<file path="config.mk">
export PLATFORM = sky130hd
export DESIGN_NAME = ook_modem_ctrl
export DESIGN_NICKNAME = d
export VERILOG_FILES = /design/src/ook_pkg.sv /design/src/ook_modem_ctrl.sv
export SDC_FILE = /design/constraint.sdc
export NUM_CORES = 1
export LEC_CHECK = 0
export BUFFER_PORTS_ARGS = -buffer_cell sky130_fd_sc_hd__buf_2
export CAP_MARGIN = 25
export CORE_ASPECT_RATIO = 1.1
export CORE_MARGIN = 2
export CORE_UTILIZATION = 50
export CTS_BUF_LIST = sky130_fd_sc_hd__clkbuf_4 sky130_fd_sc_hd__clkbuf_8
export CTS_CLUSTER_SIZE = 16
export DETAILED_ROUTE_END_ITERATION = 8
export PLACE_DENSITY = 0.74
export SYNTH_ARGS = -nofsm -noshare
export SYNTH_HDL_FRONTEND = slang
export SYNTH_SLANG_ARGS = --single-unit
</file>
<file path="constraint.sdc">
create_clock -name CLK_SYS_I -period 5.79 [get_ports CLK_SYS_I]
set_input_delay 0.2895 -clock CLK_SYS_I [delete_from_list [all_inputs] [get_ports CLK_SYS_I]]
set_output_delay 0.2895 -clock CLK_SYS_I [all_outputs]
set_load 0.02 [all_outputs]
</file>
<file path="src/ook_pkg.sv">
// shared constants, codes and register layouts for the ook modem control
package ook_pkg;

  // clocking: system clock and the reference that the carrier comes from
  localparam int unsigned CLK_HZ = 100_000_000;
  localparam int unsigned REF_HZ = 8_704_000;
  localparam int unsigned NCO_W = 32;
  localparam logic [NCO_W-1:0] NCO_INC =
    NCO_W'((64'(REF_HZ) << NCO_W) / 64'(CLK_HZ));
  localparam int unsigned CAR_DIV_W = 2;

  // direction active durations, in microseconds
  localparam int unsigned DIR_SLOW_US = 1667;
  localparam int unsigned DIR_MID_US = 417;
  localparam int unsigned DIR_FAST_US = 137;
  // same durations as reference ticks, rounded down (typical figures)
  localparam int unsigned DIR_SLOW_REF =
    int'(64'(DIR_SLOW_US) * 64'(REF_HZ) / 64'd1_000_000);
  localparam int unsigned DIR_MID_REF =
    int'(64'(DIR_MID_US) * 64'(REF_HZ) / 64'd1_000_000);
  localparam int unsigned DIR_FAST_REF =
    int'(64'(DIR_FAST_US) * 64'(REF_HZ) / 64'd1_000_000);
  localparam int unsigned TOUT_W = 16;

  // receive noise filter times
  localparam int unsigned NF_SLOW_US = 4;
  localparam int unsigned NF_FAST_US = 2;
  localparam int unsigned NF_SLOW_CYC = NF_SLOW_US * (CLK_HZ / 1_000_000);
  localparam int unsigned NF_FAST_CYC = NF_FAST_US * (CLK_HZ / 1_000_000);
  localparam int unsigned NF_W = 10;

  // least lead of direction over received data, rounded up
  localparam int unsigned SKEW_NS = 270;
  localparam int unsigned SKEW_CYC =
    (SKEW_NS * (CLK_HZ / 1_000_000) + 999) / 1000;
  localparam int unsigned SKEW_W = 6;

  // rate select code {hi, lo}
  localparam logic [1:0] RATE_9K6 = 2'h0;
  localparam logic [1:0] RATE_38K4 = 2'h1;
  localparam logic [1:0] RATE_115K = 2'h2;
  localparam logic [1:0] RATE_STANDBY = 2'h3;

  // apb register map
  localparam int unsigned APB_AW = 12;
  localparam logic [APB_AW-1:0] ADDR_CTRL = 12'h000;
  localparam logic [APB_AW-1:0] ADDR_STATUS = 12'h004;

  typedef enum logic [1:0] {
    MODE_IDLE,
    MODE_RECEIVE,
    MODE_TRANSMIT
  } mode_e;

  // control register, bit 0 override, bits 2:1 rate code
  typedef struct packed {
    logic [1:0] rate;
    logic       override;
  } ctrl_s;
  localparam ctrl_s CTRL_RESET = '{rate: 2'h0, override: 1'b0};
  localparam int unsigned CTRL_W = 3;

  // status register, bits 1:0 mode up to bit 5 filtered line
  typedef struct packed {
    logic       line_above;
    logic       standby;
    logic       rx_bit;
    logic       dir;
    logic [1:0] mode;
  } status_s;
  localparam int unsigned STATUS_W = 6;

endpackage

</file>
<file path="src/ook_modem_ctrl.sv">
// mode, direction and carrier control of an on-off-keyed coax modem
//
// The address map and the APB slave port are this design's own decisions.
`timescale 1ns/1ps
// Notes on behaviour
// - both rate selects high: standby, transmitter off, modulated output quiet
// - in standby the receiver still filters the line and drives received data
// - in standby modulated output stays idle whatever the transmit bit does
// - start in idle: received data high, output quiet, direction low
// - idle goes receive on valid line signal, transmit on transmit bit low
// - receive or transmit held until sixteen bit times after last activity
// - in receive, received data follows every valid line signal
// - receive or transmit: carrier while transmit bit low, quiet while high
// - receive ends a time-out after the last received data rising edge
// - in transmit, received data stays high whatever the line does
// - transmit ends a time-out after the transmit bit returns high
// - receive, line below threshold: data high, direction high until time-out
// - receive, line above threshold past filter: data low, direction high
// - transmit: direction low throughout and after, received data high
// - time-out 1667 us slow, 417 us lo-only, 137 us hi set
// - direction leads the received data change by at least 270 ns
// - carrier is the 8.704 MHz reference divided by four
// - direction follows coax input activity to enable an rs-485 transceiver
// - rate code: 00 slow, lo 38.4k, hi 115k, both standby
// - noise filter 4 us at the slowest rate, 2 us otherwise
// - unconnected rate selects mean the longest time-out
module ook_modem_ctrl #(
  parameter int unsigned TOUT_SLOW_REF = ook_pkg::DIR_SLOW_REF,
  parameter int unsigned TOUT_MID_REF  = ook_pkg::DIR_MID_REF,
  parameter int unsigned TOUT_FAST_REF = ook_pkg::DIR_FAST_REF
) (
  input  wire logic        CLK_SYS_I,        // 100 mhz system clock
  input  wire logic        RST_N_I,          // sync reset, active low
  input  wire logic        RATE_SELECT_LO_I, // rate select, low bit
  input  wire logic        RATE_SELECT_HI_I, // rate select, high bit
  input  wire logic        TX_BIT_IN_I,      // transmit bit stream
  input  wire logic        LINE_I,           // line above threshold
  output logic             MODULATED_O,      // gated carrier
  output logic             RX_BIT_OUT_O,     // received bit stream
  output logic             DIR_O,            // rs-485 direction
  input  wire logic [11:0] PADDR_I,          // apb address
  input  wire logic        PSEL_I,           // apb select
  input  wire logic        PENABLE_I,        // apb enable
  input  wire logic        PWRITE_I,         // apb direction
  input  wire logic [31:0] PWDATA_I,         // apb write data
  input  wire logic [3:0]  PSTRB_I,          // apb byte strobes
  output logic             PREADY_O,         // apb ready
  output logic [31:0]      PRDATA_O,         // apb read data
  output logic             PSLVERR_O         // apb error
);

  ////////////////////////////////////////////////////////////////////////////
  // declarations

  ook_pkg::ctrl_s                 ctrl_reg;
  ook_pkg::mode_e                 mode_reg;
  ook_pkg::mode_e                 mode_next;
  logic [ook_pkg::NCO_W-1:0]      nco_reg;
  logic [ook_pkg::NCO_W:0]        nco_sum;
  logic                           ref_tick;
  logic [ook_pkg::CAR_DIV_W-1:0]  car_reg;
  logic [1:0]                     rate_code;
  logic                           standby;
  logic [ook_pkg::TOUT_W-1:0]     tout_term;
  logic [ook_pkg::TOUT_W-1:0]     tout_reg;
  logic                           tout_clr;
  logic                           tout_done;
  logic [ook_pkg::NF_W-1:0]       nf_term;
  logic [ook_pkg::NF_W-1:0]       nf_reg;
  logic                           above_reg;
  logic [ook_pkg::SKEW_W-1:0]     skew_reg;
  logic                           skew_met;
  logic                           rx_reg;
  logic                           rx_next;
  logic                           dir_reg;
  logic                           mod_reg;
  logic [31:0]                    rdata_reg;
  ook_pkg::status_s               status;
  logic                           addr_hit;
  logic                           apb_access;
  logic                           tx_allowed;
  logic                           tx_start;
  logic                           carrier_on;
  logic                           line_new;
  logic                           nf_full;
  logic                           tout_full;
  logic                           rx_active;
  logic                           setup_phase;
  logic                           ctrl_hit;
  logic                           status_hit;
  logic                           ctrl_write;

  ////////////////////////////////////////////////////////////////////////////
  // rate selection

  // software override only replaces the pins; open pins are a board pulldown
  assign rate_code = ctrl_reg.override ? ctrl_reg.rate
                                       : {RATE_SELECT_HI_I, RATE_SELECT_LO_I};
  assign standby = (rate_code == ook_pkg::RATE_STANDBY);
  // standby stops only the driver; the receive path keeps running
  assign tx_allowed = !standby;
  // standby refuses a new transmit; one under way is only muted
  assign tx_start = !TX_BIT_IN_I && tx_allowed;

  always_comb
  begin
    case (rate_code)
      ook_pkg::RATE_9K6:  tout_term = ook_pkg::TOUT_W'(TOUT_SLOW_REF);
      ook_pkg::RATE_38K4: tout_term = ook_pkg::TOUT_W'(TOUT_MID_REF);
      default:            tout_term = ook_pkg::TOUT_W'(TOUT_FAST_REF);
    endcase
  end

  // standby shares the fast filter and the shortest time-out
  assign nf_term = (rate_code == ook_pkg::RATE_9K6)
                   ? ook_pkg::NF_W'(ook_pkg::NF_SLOW_CYC)
                   : ook_pkg::NF_W'(ook_pkg::NF_FAST_CYC);

  ////////////////////////////////////////////////////////////////////////////
  // reference tick and carrier

  // phase accumulator gives the 8.704 mhz reference as a tick on the clock
  // each tick jitters by one clock; the mean rate is exact to 32 bits
  assign nco_sum = {1'b0, nco_reg} + {1'b0, ook_pkg::NCO_INC};
  assign ref_tick = nco_sum[ook_pkg::NCO_W];

  always_ff @(posedge CLK_SYS_I)
  begin
    if (!RST_N_I)
      nco_reg <= '0;
    else
      nco_reg <= nco_sum[ook_pkg::NCO_W-1:0];
  end

  always_ff @(posedge CLK_SYS_I)
  begin
    if (!RST_N_I)
      car_reg <= '0;
    else if (ref_tick)
      car_reg <= car_reg + 2'h1;
  end

  always_ff @(posedge CLK_SYS_I)
  begin
    if (!RST_N_I)
      mod_reg <= 1'b0;
    else
      mod_reg <= car_reg[ook_pkg::CAR_DIV_W-1] && carrier_on;
  end

  // carrier only in a live mode, transmit bit low and driver enabled
  assign carrier_on = !TX_BIT_IN_I
                      && (mode_reg != ook_pkg::MODE_IDLE)
                      && tx_allowed;

  ////////////////////////////////////////////////////////////////////////////
  // receive noise filter

  assign line_new = (LINE_I != above_reg);
  assign nf_full = (nf_reg >= nf_term - 10'h001);

  // line must hold a new level for the whole filter time to be taken
  always_ff @(posedge CLK_SYS_I)
  begin
    if (!RST_N_I)
    begin
      nf_reg <= '0;
      above_reg <= 1'b0;
    end
    else if (!line_new)
      nf_reg <= '0;
    else if (nf_full)
    begin
      nf_reg <= '0;
      above_reg <= LINE_I;
    end
    else
      nf_reg <= nf_reg + 10'h001;
  end

  ////////////////////////////////////////////////////////////////////////////
  // direction time-out

  // a line still above threshold counts as receive activity, so the
  // time-out cannot end receive while a zero bit is being taken
  assign rx_active = !rx_reg || above_reg;

  always_comb
  begin
    case (mode_reg)
      ook_pkg::MODE_RECEIVE:  tout_clr = rx_active;
      ook_pkg::MODE_TRANSMIT: tout_clr = !TX_BIT_IN_I;
      default:                tout_clr = 1'b1;
    endcase
  end

  assign tout_full = (tout_reg >= tout_term - 16'h0001);
  assign tout_done = ref_tick && !tout_clr
                     && tout_full;

  always_ff @(posedge CLK_SYS_I)
  begin
    if (!RST_N_I)
      tout_reg <= '0;
    else if (tout_clr || tout_done)
      tout_reg <= '0;
    else if (ref_tick)
      tout_reg <= tout_reg + 16'h0001;
  end

  ////////////////////////////////////////////////////////////////////////////
  // mode machine

  always_comb
  begin
    mode_next = mode_reg;
    case (mode_reg)
      ook_pkg::MODE_IDLE:
      begin
        // a line signal wins over a simultaneous transmit start
        if (above_reg)
          mode_next = ook_pkg::MODE_RECEIVE;
        else if (tx_start)
          mode_next = ook_pkg::MODE_TRANSMIT;
      end
      ook_pkg::MODE_RECEIVE,
      ook_pkg::MODE_TRANSMIT:
      begin
        if (tout_done)
          mode_next = ook_pkg::MODE_IDLE;
      end
      default: mode_next = ook_pkg::MODE_IDLE;
    endcase
  end

  // standby leaves the mode alone; only a new transmit is refused
  always_ff @(posedge CLK_SYS_I)
  begin
    if (!RST_N_I)
      mode_reg <= ook_pkg::MODE_IDLE;
    else
      mode_reg <= mode_next;
  end

  ////////////////////////////////////////////////////////////////////////////
  // direction and received data

  // taken from the next mode so direction moves with the mode itself
  always_ff @(posedge CLK_SYS_I)
  begin
    if (!RST_N_I)
      dir_reg <= 1'b0;
    else
      dir_reg <= (mode_next == ook_pkg::MODE_RECEIVE);
  end

  // counts how long direction has been high, so data never moves first
  // saturates, so a long message never wraps it back under the lead
  always_ff @(posedge CLK_SYS_I)
  begin
    if (!RST_N_I || !dir_reg)
      skew_reg <= '0;
    else if (!skew_met)
      skew_reg <= skew_reg + 6'h01;
  end

  assign skew_met = (skew_reg >= ook_pkg::SKEW_W'(ook_pkg::SKEW_CYC));

  // received data falls only once direction has led it by the skew
  always_comb
  begin
    rx_next = 1'b1;
    case (mode_reg)
      ook_pkg::MODE_RECEIVE:
      begin
        if (!above_reg)
          rx_next = 1'b1;
        else if (skew_met)
          rx_next = 1'b0;
        else
          rx_next = rx_reg;
      end
      ook_pkg::MODE_TRANSMIT: rx_next = 1'b1;
      default:                rx_next = 1'b1;
    endcase
  end

  always_ff @(posedge CLK_SYS_I)
  begin
    if (!RST_N_I)
      rx_reg <= 1'b1;
    else
      rx_reg <= rx_next;
  end

  assign MODULATED_O = mod_reg;
  assign RX_BIT_OUT_O = rx_reg;
  assign DIR_O = dir_reg;

  ////////////////////////////////////////////////////////////////////////////
  // apb slave, zero wait states

  assign status = '{line_above: above_reg, standby: standby, rx_bit: rx_reg,
                    dir: dir_reg, mode: mode_reg};
  assign ctrl_hit = (PADDR_I == ook_pkg::ADDR_CTRL);
  assign status_hit = (PADDR_I == ook_pkg::ADDR_STATUS);
  assign addr_hit = ctrl_hit || status_hit;
  assign apb_access = PSEL_I && PENABLE_I;
  assign setup_phase = PSEL_I && !PENABLE_I;
  // status writes are dropped without an error; only unmapped addresses err
  // only byte lane 0 holds control bits, so its strobe gates the write
  assign ctrl_write = apb_access && PWRITE_I && PSTRB_I[0] && ctrl_hit;

  assign PREADY_O = 1'b1;
  assign PSLVERR_O = apb_access && !addr_hit;

  always_ff @(posedge CLK_SYS_I)
  begin
    if (!RST_N_I)
      ctrl_reg <= ook_pkg::CTRL_RESET;
    else if (ctrl_write)
      ctrl_reg <= ook_pkg::ctrl_s'(PWDATA_I[ook_pkg::CTRL_W-1:0]);
  end

  // read data is caught in the setup cycle so it stands through access
  always_ff @(posedge CLK_SYS_I)
  begin
    if (!RST_N_I)
      rdata_reg <= '0;
    else if (setup_phase)
    begin
      if (ctrl_hit)
        rdata_reg <= {29'h0, ctrl_reg};
      else if (status_hit)
        rdata_reg <= {26'h0, status};
      else
        rdata_reg <= '0;
    end
  end

  assign PRDATA_O = rdata_reg;

endmodule

</file>
**Word-level counts from Yosys, hierarchy flattened**

Index checks and enable logic that the tools add are counted.

- Output and inout bits: 37
- Input bits: 57
- Bits in registers: 107
- Word-level logic and storage cells: 75

- Equal/unequal tests: 7
- Reduce and logical (&&, ||, !) cells: 33
- $lt $le $gt $ge: 3
- Bitwise gates (word level): 2
- Mux-type cells: 10
- Add/subtract/negate cells: 7

Operator list:

| operator | number |
|---|---|
| $add 32x29->33 const B | 1 |
| $pmux 14 s2 | 1 |
| $add 16x1->16 const B | 1 |
| $ge 16x16->1 | 1 |
| $sub 16x1->16 const B | 1 |
| $eq 12x3->1 const B | 1 |
| $logic_and 1x1->1 | 12 |
| $logic_not 12->1 | 1 |
| $mux 6 | 2 |
| $add 10x1->10 const B | 1 |
| $ge 10x10->1 | 1 |
| $sub 9x1->10 const B | 1 |
| $mux 9 | 1 |
| $logic_not 1->1 | 8 |
| $mux 2 | 4 |
| $add 6x1->6 const B | 1 |
| $eq 2x1->1 const B | 3 |
| $ge 6x5->1 const B | 1 |
| $eq 2x2->1 const B | 2 |
| $logic_not 2->1 | 2 |
| $logic_or 1x1->1 | 4 |
| $pmux 2 s2 | 1 |
| $reduce_or 2->1 | 2 |
| $reduce_and 3->1 | 1 |
| 7 further kinds | 8 |

**Longest topological paths before layout**

Gate-level depths: netlist (run 1).

- Word-level depth: 9
- Depth in mapped cells: 11
- Mapped depth without buffers: 10

**Worst setup path after synthesis (run 1)**

No wires, ideal clock.

- Kind: register -> register
- Start point: reg ctrl_reg[0] (netlist bit)
- End point: reg tout_reg[0] (netlist bit)
- Slack: 3079 ps
- Clock period less this slack: 2711 ps
- Setup time: 117 ps
- Required time: 5673 ps
- Cell stages (with the launch flop): 11
- Arrival: 2594 ps
- Buffers on the path: 1
- Cell sequence: dfxtp_1 -> mux2i_1 -> nand2b_1 -> inv_1 -> ha_1 -> or4b_2 -> o31ai_1 -> a211oi_1 -> o211ai_2 -> buf_2 -> nor2_1

- Longest elaborated chain between the ends: 8
- Elaborated cells on any way between the ends: 9
- Classes of those cells: add/sub (1); order compare (1); eq/ne (1); mux (2); reduce/logical (4)

RTL lines:

| what | RTL line | source |
|---|---|---|
| start: declaration | ook_modem_ctrl.sv:55 | `ook_pkg::ctrl_s ctrl_reg;` |
| start signal: assignment | ook_modem_ctrl.sv:320 | `ctrl_reg <= ook_pkg::CTRL_RESET;` |
| start signal: assignment | ook_modem_ctrl.sv:322 | `ctrl_reg <= ook_pkg::ctrl_s'(PWDATA_I[ook_pkg::CTRL_W-1:0]);` |
| $mux 2 (*) | ook_modem_ctrl.sv:97 | `assign rate_code = ctrl_reg.override ? ctrl_reg.rate` |
| $eq 2x1->1 / $logic_not 2->1 (equally long branches) | ook_modem_ctrl.sv:107 | `case (rate_code)` |
| $pmux 14 s2 (*) | ook_modem_ctrl.sv:107 |  |
| $sub 16x1->16 (*) | ook_modem_ctrl.sv:197 | `assign tout_full = (tout_reg >= tout_term - 16'h0001);` |
| $ge 16x16->1 (*) | ook_modem_ctrl.sv:197 |  |
| $logic_and 1x1->1 (*) | ook_modem_ctrl.sv:199 | `&& tout_full;` |
| $logic_or 1x1->1 (*) | ook_modem_ctrl.sv:205 | `else if (tout_clr \|\| tout_done)` |
| $reduce_or 2->1 (no source line) (*) | n/a |  |
| end signal: assignment | ook_modem_ctrl.sv:208 | `tout_reg <= tout_reg + 16'h0001;` |
| end: declaration | ook_modem_ctrl.sv:65 | `logic [ook_pkg::TOUT_W-1:0] tout_reg;` |

Every way passes the cells marked *; elsewhere a longest branch is shown, timed or not.
A chain may end at the register's enable or synchronous reset.

**Final worst setup path (run 1)**

- Start point: reg ctrl_reg[0] (netlist bit)
- End point: reg tout_reg[14] (netlist bit)

The elaborated chain is that of the path after synthesis.

==> results.sh, run 1 <==
export IMPL_status="complete, no violations"
export IMPL_drt_iter0_drc=64
export IMPL_drive_above_1_share_pct=11.62
export IMPL_wl_per_cell_microns=12.88
export IMPL_post_cts_buffers=0
export IMPL_critPathRequiredTime_ns=5.99
export IMPL_netlist_instances=488
export IMPL_die_width_microns=91.88
export IMPL_hold_path_depth=3
export IMPL_holdPathEnd="ctrl_reg[0]"
export IMPL_fin_setup_tns_ns=0
export IMPL_final_cell_mix="dfxtp_1, nand2_1, nor2_1"
export IMPL_hp_class="input pin to flop"
export IMPL_routed_wl_microns=8191
export IMPL_nNetsFinal=597
export IMPL_clockBufferDepth=2
export IMPL_overflow=0
export IMPL_drv_cap=0
export IMPL_grt_max_degree=55
export IMPL_n_antenna_cell=0
export IMPL_irDropWorstVdd_v=0.0001170
export IMPL_final_util_pct=55.31
export IMPL_cts_clk_slew_worst_paths_ns=0.08
export IMPL_ys_seq_area_share_pct=38.17
export IMPL_relSlewSlack_pct=46.78
export IMPL_rows=35
export IMPL_synth_edf_count=0
export IMPL_largest_reg_flops=32
export IMPL_ys_types=51
export IMPL_clk_latency_ns=0.34
export IMPL_place_worst_setup_slack_ns=2.440
export IMPL_grt_pass1_vias=3265
export IMPL_startpoint_type="flop"
export IMPL_area_delta_synth_final_pct=8.336
export IMPL_drv_slew=0
export IMPL_fin_ws_ns=2.468
export IMPL_final_common_cell="dfxtp_1"
export IMPL_async_reset_ff_share_pct=0
export IMPL_hold_viol=0
export IMPL_drt_pass1_iterations=5
export IMPL_place_congestion=0.8010
export IMPL_numCtsBuffers=9
export IMPL_via_count=3325
export IMPL_initial_core_util_pct=51.05
export IMPL_clock_sinks=81
export IMPL_end_kind="flop"
export IMPL_synth_flop_cell="dfxtp_1"
export IMPL_grt_antenna_before_repair=0
export IMPL_min_period_ns=3.322
export IMPL_ys_warnings_count=0
export IMPL_worst_r2r_path_depth=9
export IMPL_r2r_start="ctrl_reg[0]"
export IMPL_setup_violations_final=0
export IMPL_fillCellCount=772
export IMPL_tightest_slew_ns=0.7900
export IMPL_regToRegSetupSlack_ns=2.47
export IMPL_track_usage_pct=18.63
export IMPL_syn_cell_area_sq_mm=0.004248
export IMPL_rsz0062_at_grt="false"
export IMPL_fmax_mhz=301.0
export IMPL_ctsResizeCount=0
export IMPL_timing_final_crit_share_pct=57.37
export IMPL_grt_pass1_wl_microns=14220
export IMPL_skew_ns=0.006055
export IMPL_p_leak_nw=1.873
export IMPL_reg2reg_to="tout_reg[14]"
export IMPL_ant_nets=0
export IMPL_powerDensity_mw_per_mm2=242.0
export IMPL_worstPathMaxFanout=16
export IMPL_drc_errors=0
export IMPL_synth_avg_cell_area_sq_um=8.705
export IMPL_postCtsHoldBufs=0
export IMPL_finalPower_w=0.001114
export IMPL_critical_path_arrival_ns=3.52
export IMPL_synth_seq_cells=81
export IMPL_ios=94
export IMPL_hold_start="PWDATA_I[0]"
export IMPL_core_region_area_sq_mm=0.008320
export IMPL_cts_htree_levels=3
export IMPL_cts_tree="done"
export IMPL_die_area_sq_mm=0.009250
export IMPL_avgViaCountPerCell=5.228
export IMPL_clock_root_buffer="clkbuf_8"
export IMPL_critical_path_class="flop to flop"
export IMPL_dp_hpwl_microns=5929
export IMPL_die_y_microns=100.7
export IMPL_portBuffers=34
-- power by group --
group          switching [W]  internal, W
clock               0.000195     0.000213
sequential         0.0000242     0.000577
combinational      0.0000626    0.0000425
total               0.000282     0.000832
-- synth_stat cells (all sizes together) (4+ instances only) --
library cell	number	area (sq um)
a21boi	15	112.6
a21oi	21	105.1
a31oi	6	37.54
and2	25	158.9
and3	7	43.79
buf	30	224.0
clkbuf	9	33.78
dfxtp	81	1622
ha	20	250.2
inv	14	52.55
mux2i	9	90.09
nand2	42	157.7
nand2b	7	43.79
nand3	22	110.1
nand4	12	81.33
nor2	37	138.9
nor2b	8	50.05
nor3	5	25.02
o21ai	15	75.07
o31ai	8	60.06
or2	4	25.02
or3	8	50.05
or4	4	30.03
xnor2	23	201.4
xor2	15	131.4
-- critical path, stage by stage (launching register included) --
cell	delay, ns
dfxtp_1	0.41
mux2i_1	0.43
nand2b_1	0.20
inv_1	0.06
ha_1	0.28
or4b_2	0.58
o31ai_1	0.32
a211oi_1	0.18
o211ai_2	0.61
nor2_1	0.11
-- worst max path at each step --
stage / from / end / slack, ns / cells past startpoint
after floorplan: ctrl_reg[0] / tout_reg[0] / 3.08 / 10
after global placement: ctrl_reg[0] / tout_reg[11] / 2.49 / 9
after detailed placement: ctrl_reg[0] / tout_reg[2] / 2.44 / 9
after CTS: ctrl_reg[0] / tout_reg[14] / 2.40 / 9
after global routing: ctrl_reg[0] / tout_reg[11] / 2.14 / 9
final: ctrl_reg[0] / tout_reg[14] / 2.47 / 9
-- per-stage QoR --
step                      instances  hold WS (ns)  area [sq um]
after CTS                       636        0.1942          4602
after global placement          620        0.4261          4400
final                           636        0.2054          4602
after detailed placement        620        0.4332          4400
after floorplan                 513        0.4132          4342
after global routing            636        0.2043          4602
-- layout make-up --
class / instances / area, sq um / share of cell area, %
clock buffers: 15 / 193.9 / 4.214
clock inverters: 1 / 7.507 / 0.1631
inverters: 14 / 52.55 / 1.142
multi-input cells: 379 / 2410 / 52.37
flip-flops and latches: 81 / 1622 / 35.24
well taps: 111 / 138.9 / 3.018
repair buffers: 35 / 177.7 / 3.861
-- cells by family after synthesis --
| group | count (synthesis) | share of synthesized area [%] |
|---|---|---|
| mux | 12 | 2.916 |
| flops | 81 | 38.17 |
| other cells | 2 | 0.1768 |
| xor+xnor | 38 | 7.835 |
| compound gates | 90 | 14.11 |
| simple gates | 192 | 23.59 |
| fa+ha+maj | 20 | 5.891 |
| buf+inv | 53 | 7.305 |
-- metal layers --
| metal | GRT usage (%) | up-vias | routed length (microns) |
|---|---|---|---|
| li1 | - | 1717 | - |
| met1 | 21.79 | 1569 | 3798 |
| met2 | 32.24 | 28 | 4071 |
| met3 | 4.188 | 11 | 168 |
| met4 | 9.300 | 0 | 153 |
| met5 | 0 | - | 0 |
Power figures use the tool's default switching activity.
==> run 2: changes to the inputs <==
clock period = 3.24 ns   (was 5.79 ns; I/O delays follow)
==> results.sh, run 2 (synthesized netlist as in run 1, its figures left out) <==
export IMPL_status="complete, no violations"
export IMPL_clock_root_buffer="clkbuf_8"
export IMPL_powerDensity_mw_per_mm2=434.4
export IMPL_via_count=3327
export IMPL_startpoint_type="flop"
export IMPL_wl_per_cell_microns=12.84
export IMPL_grt_max_degree=39
export IMPL_ff_latch_area_sq_mm=0.001622
export IMPL_drt_iter0_drc=106
export IMPL_clk_latency_ns=0.35
export IMPL_finalPower_w=0.002019
export IMPL_cts_htree_levels=3
export IMPL_hold_viol=0
export IMPL_numCtsBuffers=9
export IMPL_rows=35
export IMPL_cts_clk_slew_worst_paths_ns=0.07
export IMPL_avgViaCountPerCell=5.198
export IMPL_post_cts_buffers=0
export IMPL_largest_reg_flops=32
export IMPL_initial_core_util_pct=51.05
export IMPL_fmax_mhz=344.0
export IMPL_grt_pass1_wl_microns=13670
export IMPL_multiInputGateArea_sq_mm=0.002410
export IMPL_grt_antenna_before_repair=0
export IMPL_fin_setup_tns_ns=0
export IMPL_clockBufferDepth=2
export IMPL_ios=94
export IMPL_nNetsFinal=603
export IMPL_drt_pass1_iterations=4
export IMPL_drc_errors=0
export IMPL_portBuffers=34
export IMPL_drive_above_1_share_pct=12.29
export IMPL_track_usage_pct=18.03
export IMPL_irDropWorstVdd_v=0.0002098
export IMPL_drv_cap=0
export IMPL_grt_pass1_vias=3290
export IMPL_worstPathMaxFanout=4
export IMPL_place_congestion=0.8326
export IMPL_critical_path_arrival_ns=3.13
export IMPL_overflow=0
export IMPL_fillCellCount=743
export IMPL_p_leak_nw=1.899
export IMPL_setup_violations_final=0
export IMPL_die_y_microns=100.7
export IMPL_relSlewSlack_pct=57.85
export IMPL_ant_nets=0
export IMPL_final_common_cell="dfxtp_1"
export IMPL_dp_hpwl_microns=5943
export IMPL_end_kind="flop"
export IMPL_timing_final_crit_share_pct=89.73
export IMPL_tightest_slew_ns=0.6293
export IMPL_drv_slew=0
export IMPL_clock_sinks=81
export IMPL_core_region_area_sq_mm=0.008320
export IMPL_critical_path_class="flop to flop"
export IMPL_rsz0062_at_grt="false"
export IMPL_skew_ns=0.007757
export IMPL_area_delta_synth_final_pct=9.426
export IMPL_die_area_sq_mm=0.009250
export IMPL_final_cell_mix="dfxtp_1, nand2_1, nor2_1"
export IMPL_min_period_ns=2.907
export IMPL_routed_wl_microns=8218
export IMPL_critPathRequiredTime_ns=3.46
export IMPL_hp_class="input pin to flop"
export IMPL_postCtsHoldBufs=0
export IMPL_cts_tree="done"
export IMPL_die_width_microns=91.88
export IMPL_n_antenna_cell=0
export IMPL_ctsResizeCount=0
run 2: per-stage QoR:
stage          hold WS, ns  utilization [%]  area, sq um  worst slack [ns]  cells
5_1_grt            0.08504            55.86         4648            0.1335    640
4_1_cts            0.08230            55.86         4648            0.2898    640
6_report           0.08447            55.86         4648            0.3327    640
2_1_floorplan       0.3282                -         4342            0.5288    513
3_5_place_dp        0.4338            53.43         4446            0.3656    626
3_3_place_gp        0.4258            53.43         4446            0.3922    626
run 2: metal layers:
metal	track usage (%)	routed length (microns)
met5	0	0
met1	18.97	3735
met2	34.45	4199
met4	7.692	125
met3	3.964	158
run 2: where the power goes:
part	leakage (nW)	switching (W)	internal [W]
clock	0.101	0.000343	0.000411
sequential	0.658	0.0000430	0.00103
combinational	1.14	0.000112	0.0000803
run 2: final timing paths:
check | start | end | slack [ns] | cells past startpoint
worst max-delay path | ctrl_reg[0] | DIR_O | 0.33 | 9
worst min register to register | nf_reg[0] | nf_reg[0] | 0.44 | 1
worst min-delay path | PWDATA_I[1] | ctrl_reg[1] | 0.08 | 3
worst max register to register | ctrl_reg[0] | DIR_O | 0.33 | 9
run 2: cell type report:
| type | instances | share of cell area (%) |
|---|---|---|
| multi-input cells | 379 | 51.84 |
| clock buffers | 12 | 3.553 |
| inverters | 14 | 1.131 |
| repair buffers | 41 | 4.791 |
| clock inverters | 2 | 0.8075 |
| flip-flops and latches | 81 | 34.89 |
| well taps | 111 | 2.988 |
run 2: worst max-delay path, stage by stage (launching register included):
cell,delay (ns)
dfxtp_1,0.40
mux2i_1,0.31
nand2b_1,0.18
inv_1,0.05
ha_1,0.28
or4b_2,0.58
o31ai_1,0.33
a211oi_1,0.18
nor3b_1,0.34
o31ai_1,0.13
==> run 3: changes to the inputs <==
clock period = 3.8 ns   (was 3.24 ns; I/O delays follow)
==> results.sh, run 3 (synthesized netlist as in run 1, its figures left out) <==
export IMPL_p_leak_nw=1.882
export IMPL_cts_htree_levels=3
export IMPL_status="complete, no violations"
export IMPL_fmax_mhz=330.4
export IMPL_postCtsHoldBufs=0
export IMPL_wl_met2_microns=4010
export IMPL_post_cts_buffers=0
export IMPL_top_layer_used="met4"
export IMPL_skew_ns=0.01164
export IMPL_hp_class="input pin to flop"
export IMPL_routed_wl_microns=7837
export IMPL_drt_pass1_iterations=4
export IMPL_die_width_microns=91.88
export IMPL_clk_latency_ns=0.36
export IMPL_wl_met3_microns=162
export IMPL_n_antenna_cell=0
export IMPL_worstPathMaxFanout=9
export IMPL_wl_per_cell_microns=12.26
export IMPL_dp_hpwl_microns=5843
export IMPL_drive_above_1_share_pct=12.12
export IMPL_avgViaCountPerCell=5.194
export IMPL_fin_setup_tns_ns=0
export IMPL_drv_slew=0
export IMPL_portBuffers=34
export IMPL_setup_violations_final=0
export IMPL_end_kind="flop"
export IMPL_initial_core_util_pct=51.05
export IMPL_tightest_slew_ns=0.7031
export IMPL_track_usage_pct=17.95
export IMPL_die_area_sq_mm=0.009250
export IMPL_r2r_start="ctrl_reg[0]"
export IMPL_timing_final_crit_share_pct=79.66
export IMPL_grt_pass1_vias=3161
export IMPL_powerDensity_mw_per_mm2=369.5
export IMPL_min_period_ns=3.027
export IMPL_holdPathEnd="ctrl_reg[2]"
export IMPL_area_delta_synth_final_pct=8.896
export IMPL_multiInputGateArea_sq_mm=0.002410
export IMPL_fillCellCount=774
export IMPL_rows=35
export IMPL_hold_path_depth=3
export IMPL_drc_errors=0
export IMPL_grt_max_degree=30
export IMPL_finalPower_w=0.001709
export IMPL_ant_nets=0
export IMPL_place_worst_setup_slack_ns=0.7957
export IMPL_irDropWorstVdd_v=0.0001867
export IMPL_drt_iter0_drc=88
export IMPL_ff_latch_area_sq_mm=0.001622
export IMPL_drv_cap=0
export IMPL_final_common_cell="dfxtp_1"
export IMPL_largest_reg_flops=32
export IMPL_startpoint_type="flop"
export IMPL_die_y_microns=100.7
export IMPL_regToRegSetupSlack_ns=0.77
export IMPL_clock_sinks=81
export IMPL_clockBufferDepth=2
export IMPL_final_cell_mix="dfxtp_1, nand2_1, nor2_1"
export IMPL_rsz0062_at_grt="false"
export IMPL_numCtsBuffers=9
export IMPL_critical_path_arrival_ns=3.26
export IMPL_grt_antenna_before_repair=0
export IMPL_place_congestion=0.8072
export IMPL_clock_root_buffer="clkbuf_8"
export IMPL_grt_pass1_wl_microns=13660
export IMPL_hold_viol=0
export IMPL_hold_start="PWDATA_I[2]"
export IMPL_worst_r2r_path_depth=11
export IMPL_critPathRequiredTime_ns=4.03
export IMPL_ios=94
export IMPL_critical_path_class="flop to flop"
export IMPL_reg2reg_to="tout_reg[6]"
export IMPL_via_count=3319
export IMPL_nNetsFinal=600
export IMPL_core_region_area_sq_mm=0.008320
export IMPL_cts_clk_slew_worst_paths_ns=0.08
export IMPL_cts_tree="done"
export IMPL_relSlewSlack_pct=52.70
export IMPL_ctsResizeCount=0
export IMPL_fin_ws_ns=0.7730
export IMPL_wirelength_met1_microns=3591
export IMPL_overflow=0
-- run 3: cell count changes in the layout (fill, tap and decap cells not counted), sizes merged --
cell / delta
buf: -3
clkbuf: -3
clkinv: +2
clkinvlp: +1
inv: +2
-- run 3: cell type report --
type | count | area share (%)
Tap cell | 111 | 3.002
Timing Repair Buffer | 38 | 4.328
Sequential cell | 81 | 35.06
Clock buffer | 9 | 2.678
Multi-Input combinational cell | 379 | 52.10
Inverter | 14 | 1.136
Clock inverter | 7 | 1.704
-- run 3: worst max path at each step --
stage,start,end,slack [ns],depth (start not counted)
2_1_floorplan,ctrl_reg[0],tout_reg[0],1.09,10
3_3_place_gp,ctrl_reg[0],tout_reg[6],0.81,11
3_5_place_dp,ctrl_reg[0],tout_reg[8],0.80,11
4_1_cts,ctrl_reg[0],tout_reg[4],0.76,11
5_1_grt,ctrl_reg[0],tout_reg[5],0.57,11
6_report,ctrl_reg[0],tout_reg[6],0.77,11
-- run 3: where the power goes --
group          total [W]  leakage (nW)  internal (W)  switching, W
sequential      0.000914         0.658      0.000879     0.0000355
clock           0.000634        0.0977      0.000310      0.000324
combinational   0.000161          1.13     0.0000667     0.0000942
-- run 3: critical path: stages (launching register included) --
cell and delay (ns):
dfxtp_1 0.40, mux2i_1 0.20, buf_4 0.15, nand2b_1 0.13
inv_1 0.05, ha_1 0.28, or4b_2 0.59, o31ai_1 0.27
a211oi_1 0.16, o211ai_2 0.38, buf_4 0.24, a21oi_1 0.05
-- run 3: metrics by stage --
| step | std cells | area, sq um | hold slack [ns] | util, % |
|---|---|---|---|---|
| after floorplan | 513 | 4342 | 0.3562 | - |
| after global placement | 623 | 4423 | 0.4227 | 53.16 |
| after detailed placement | 623 | 4423 | 0.4475 | 53.16 |
| after CTS | 639 | 4626 | 0.09453 | 55.59 |
| after global routing | 639 | 4626 | 0.1172 | 55.59 |
| final | 639 | 4626 | 0.1055 | 55.59 |
-- run 3: layer usage --
metal  global-route usage (%)  vias to the layer above
met1                    19.92                     1559
met5                        0                        -
met4                    4.133                        0
li1                         -                     1729
met2                    34.05                       26
met3                    4.936                        5
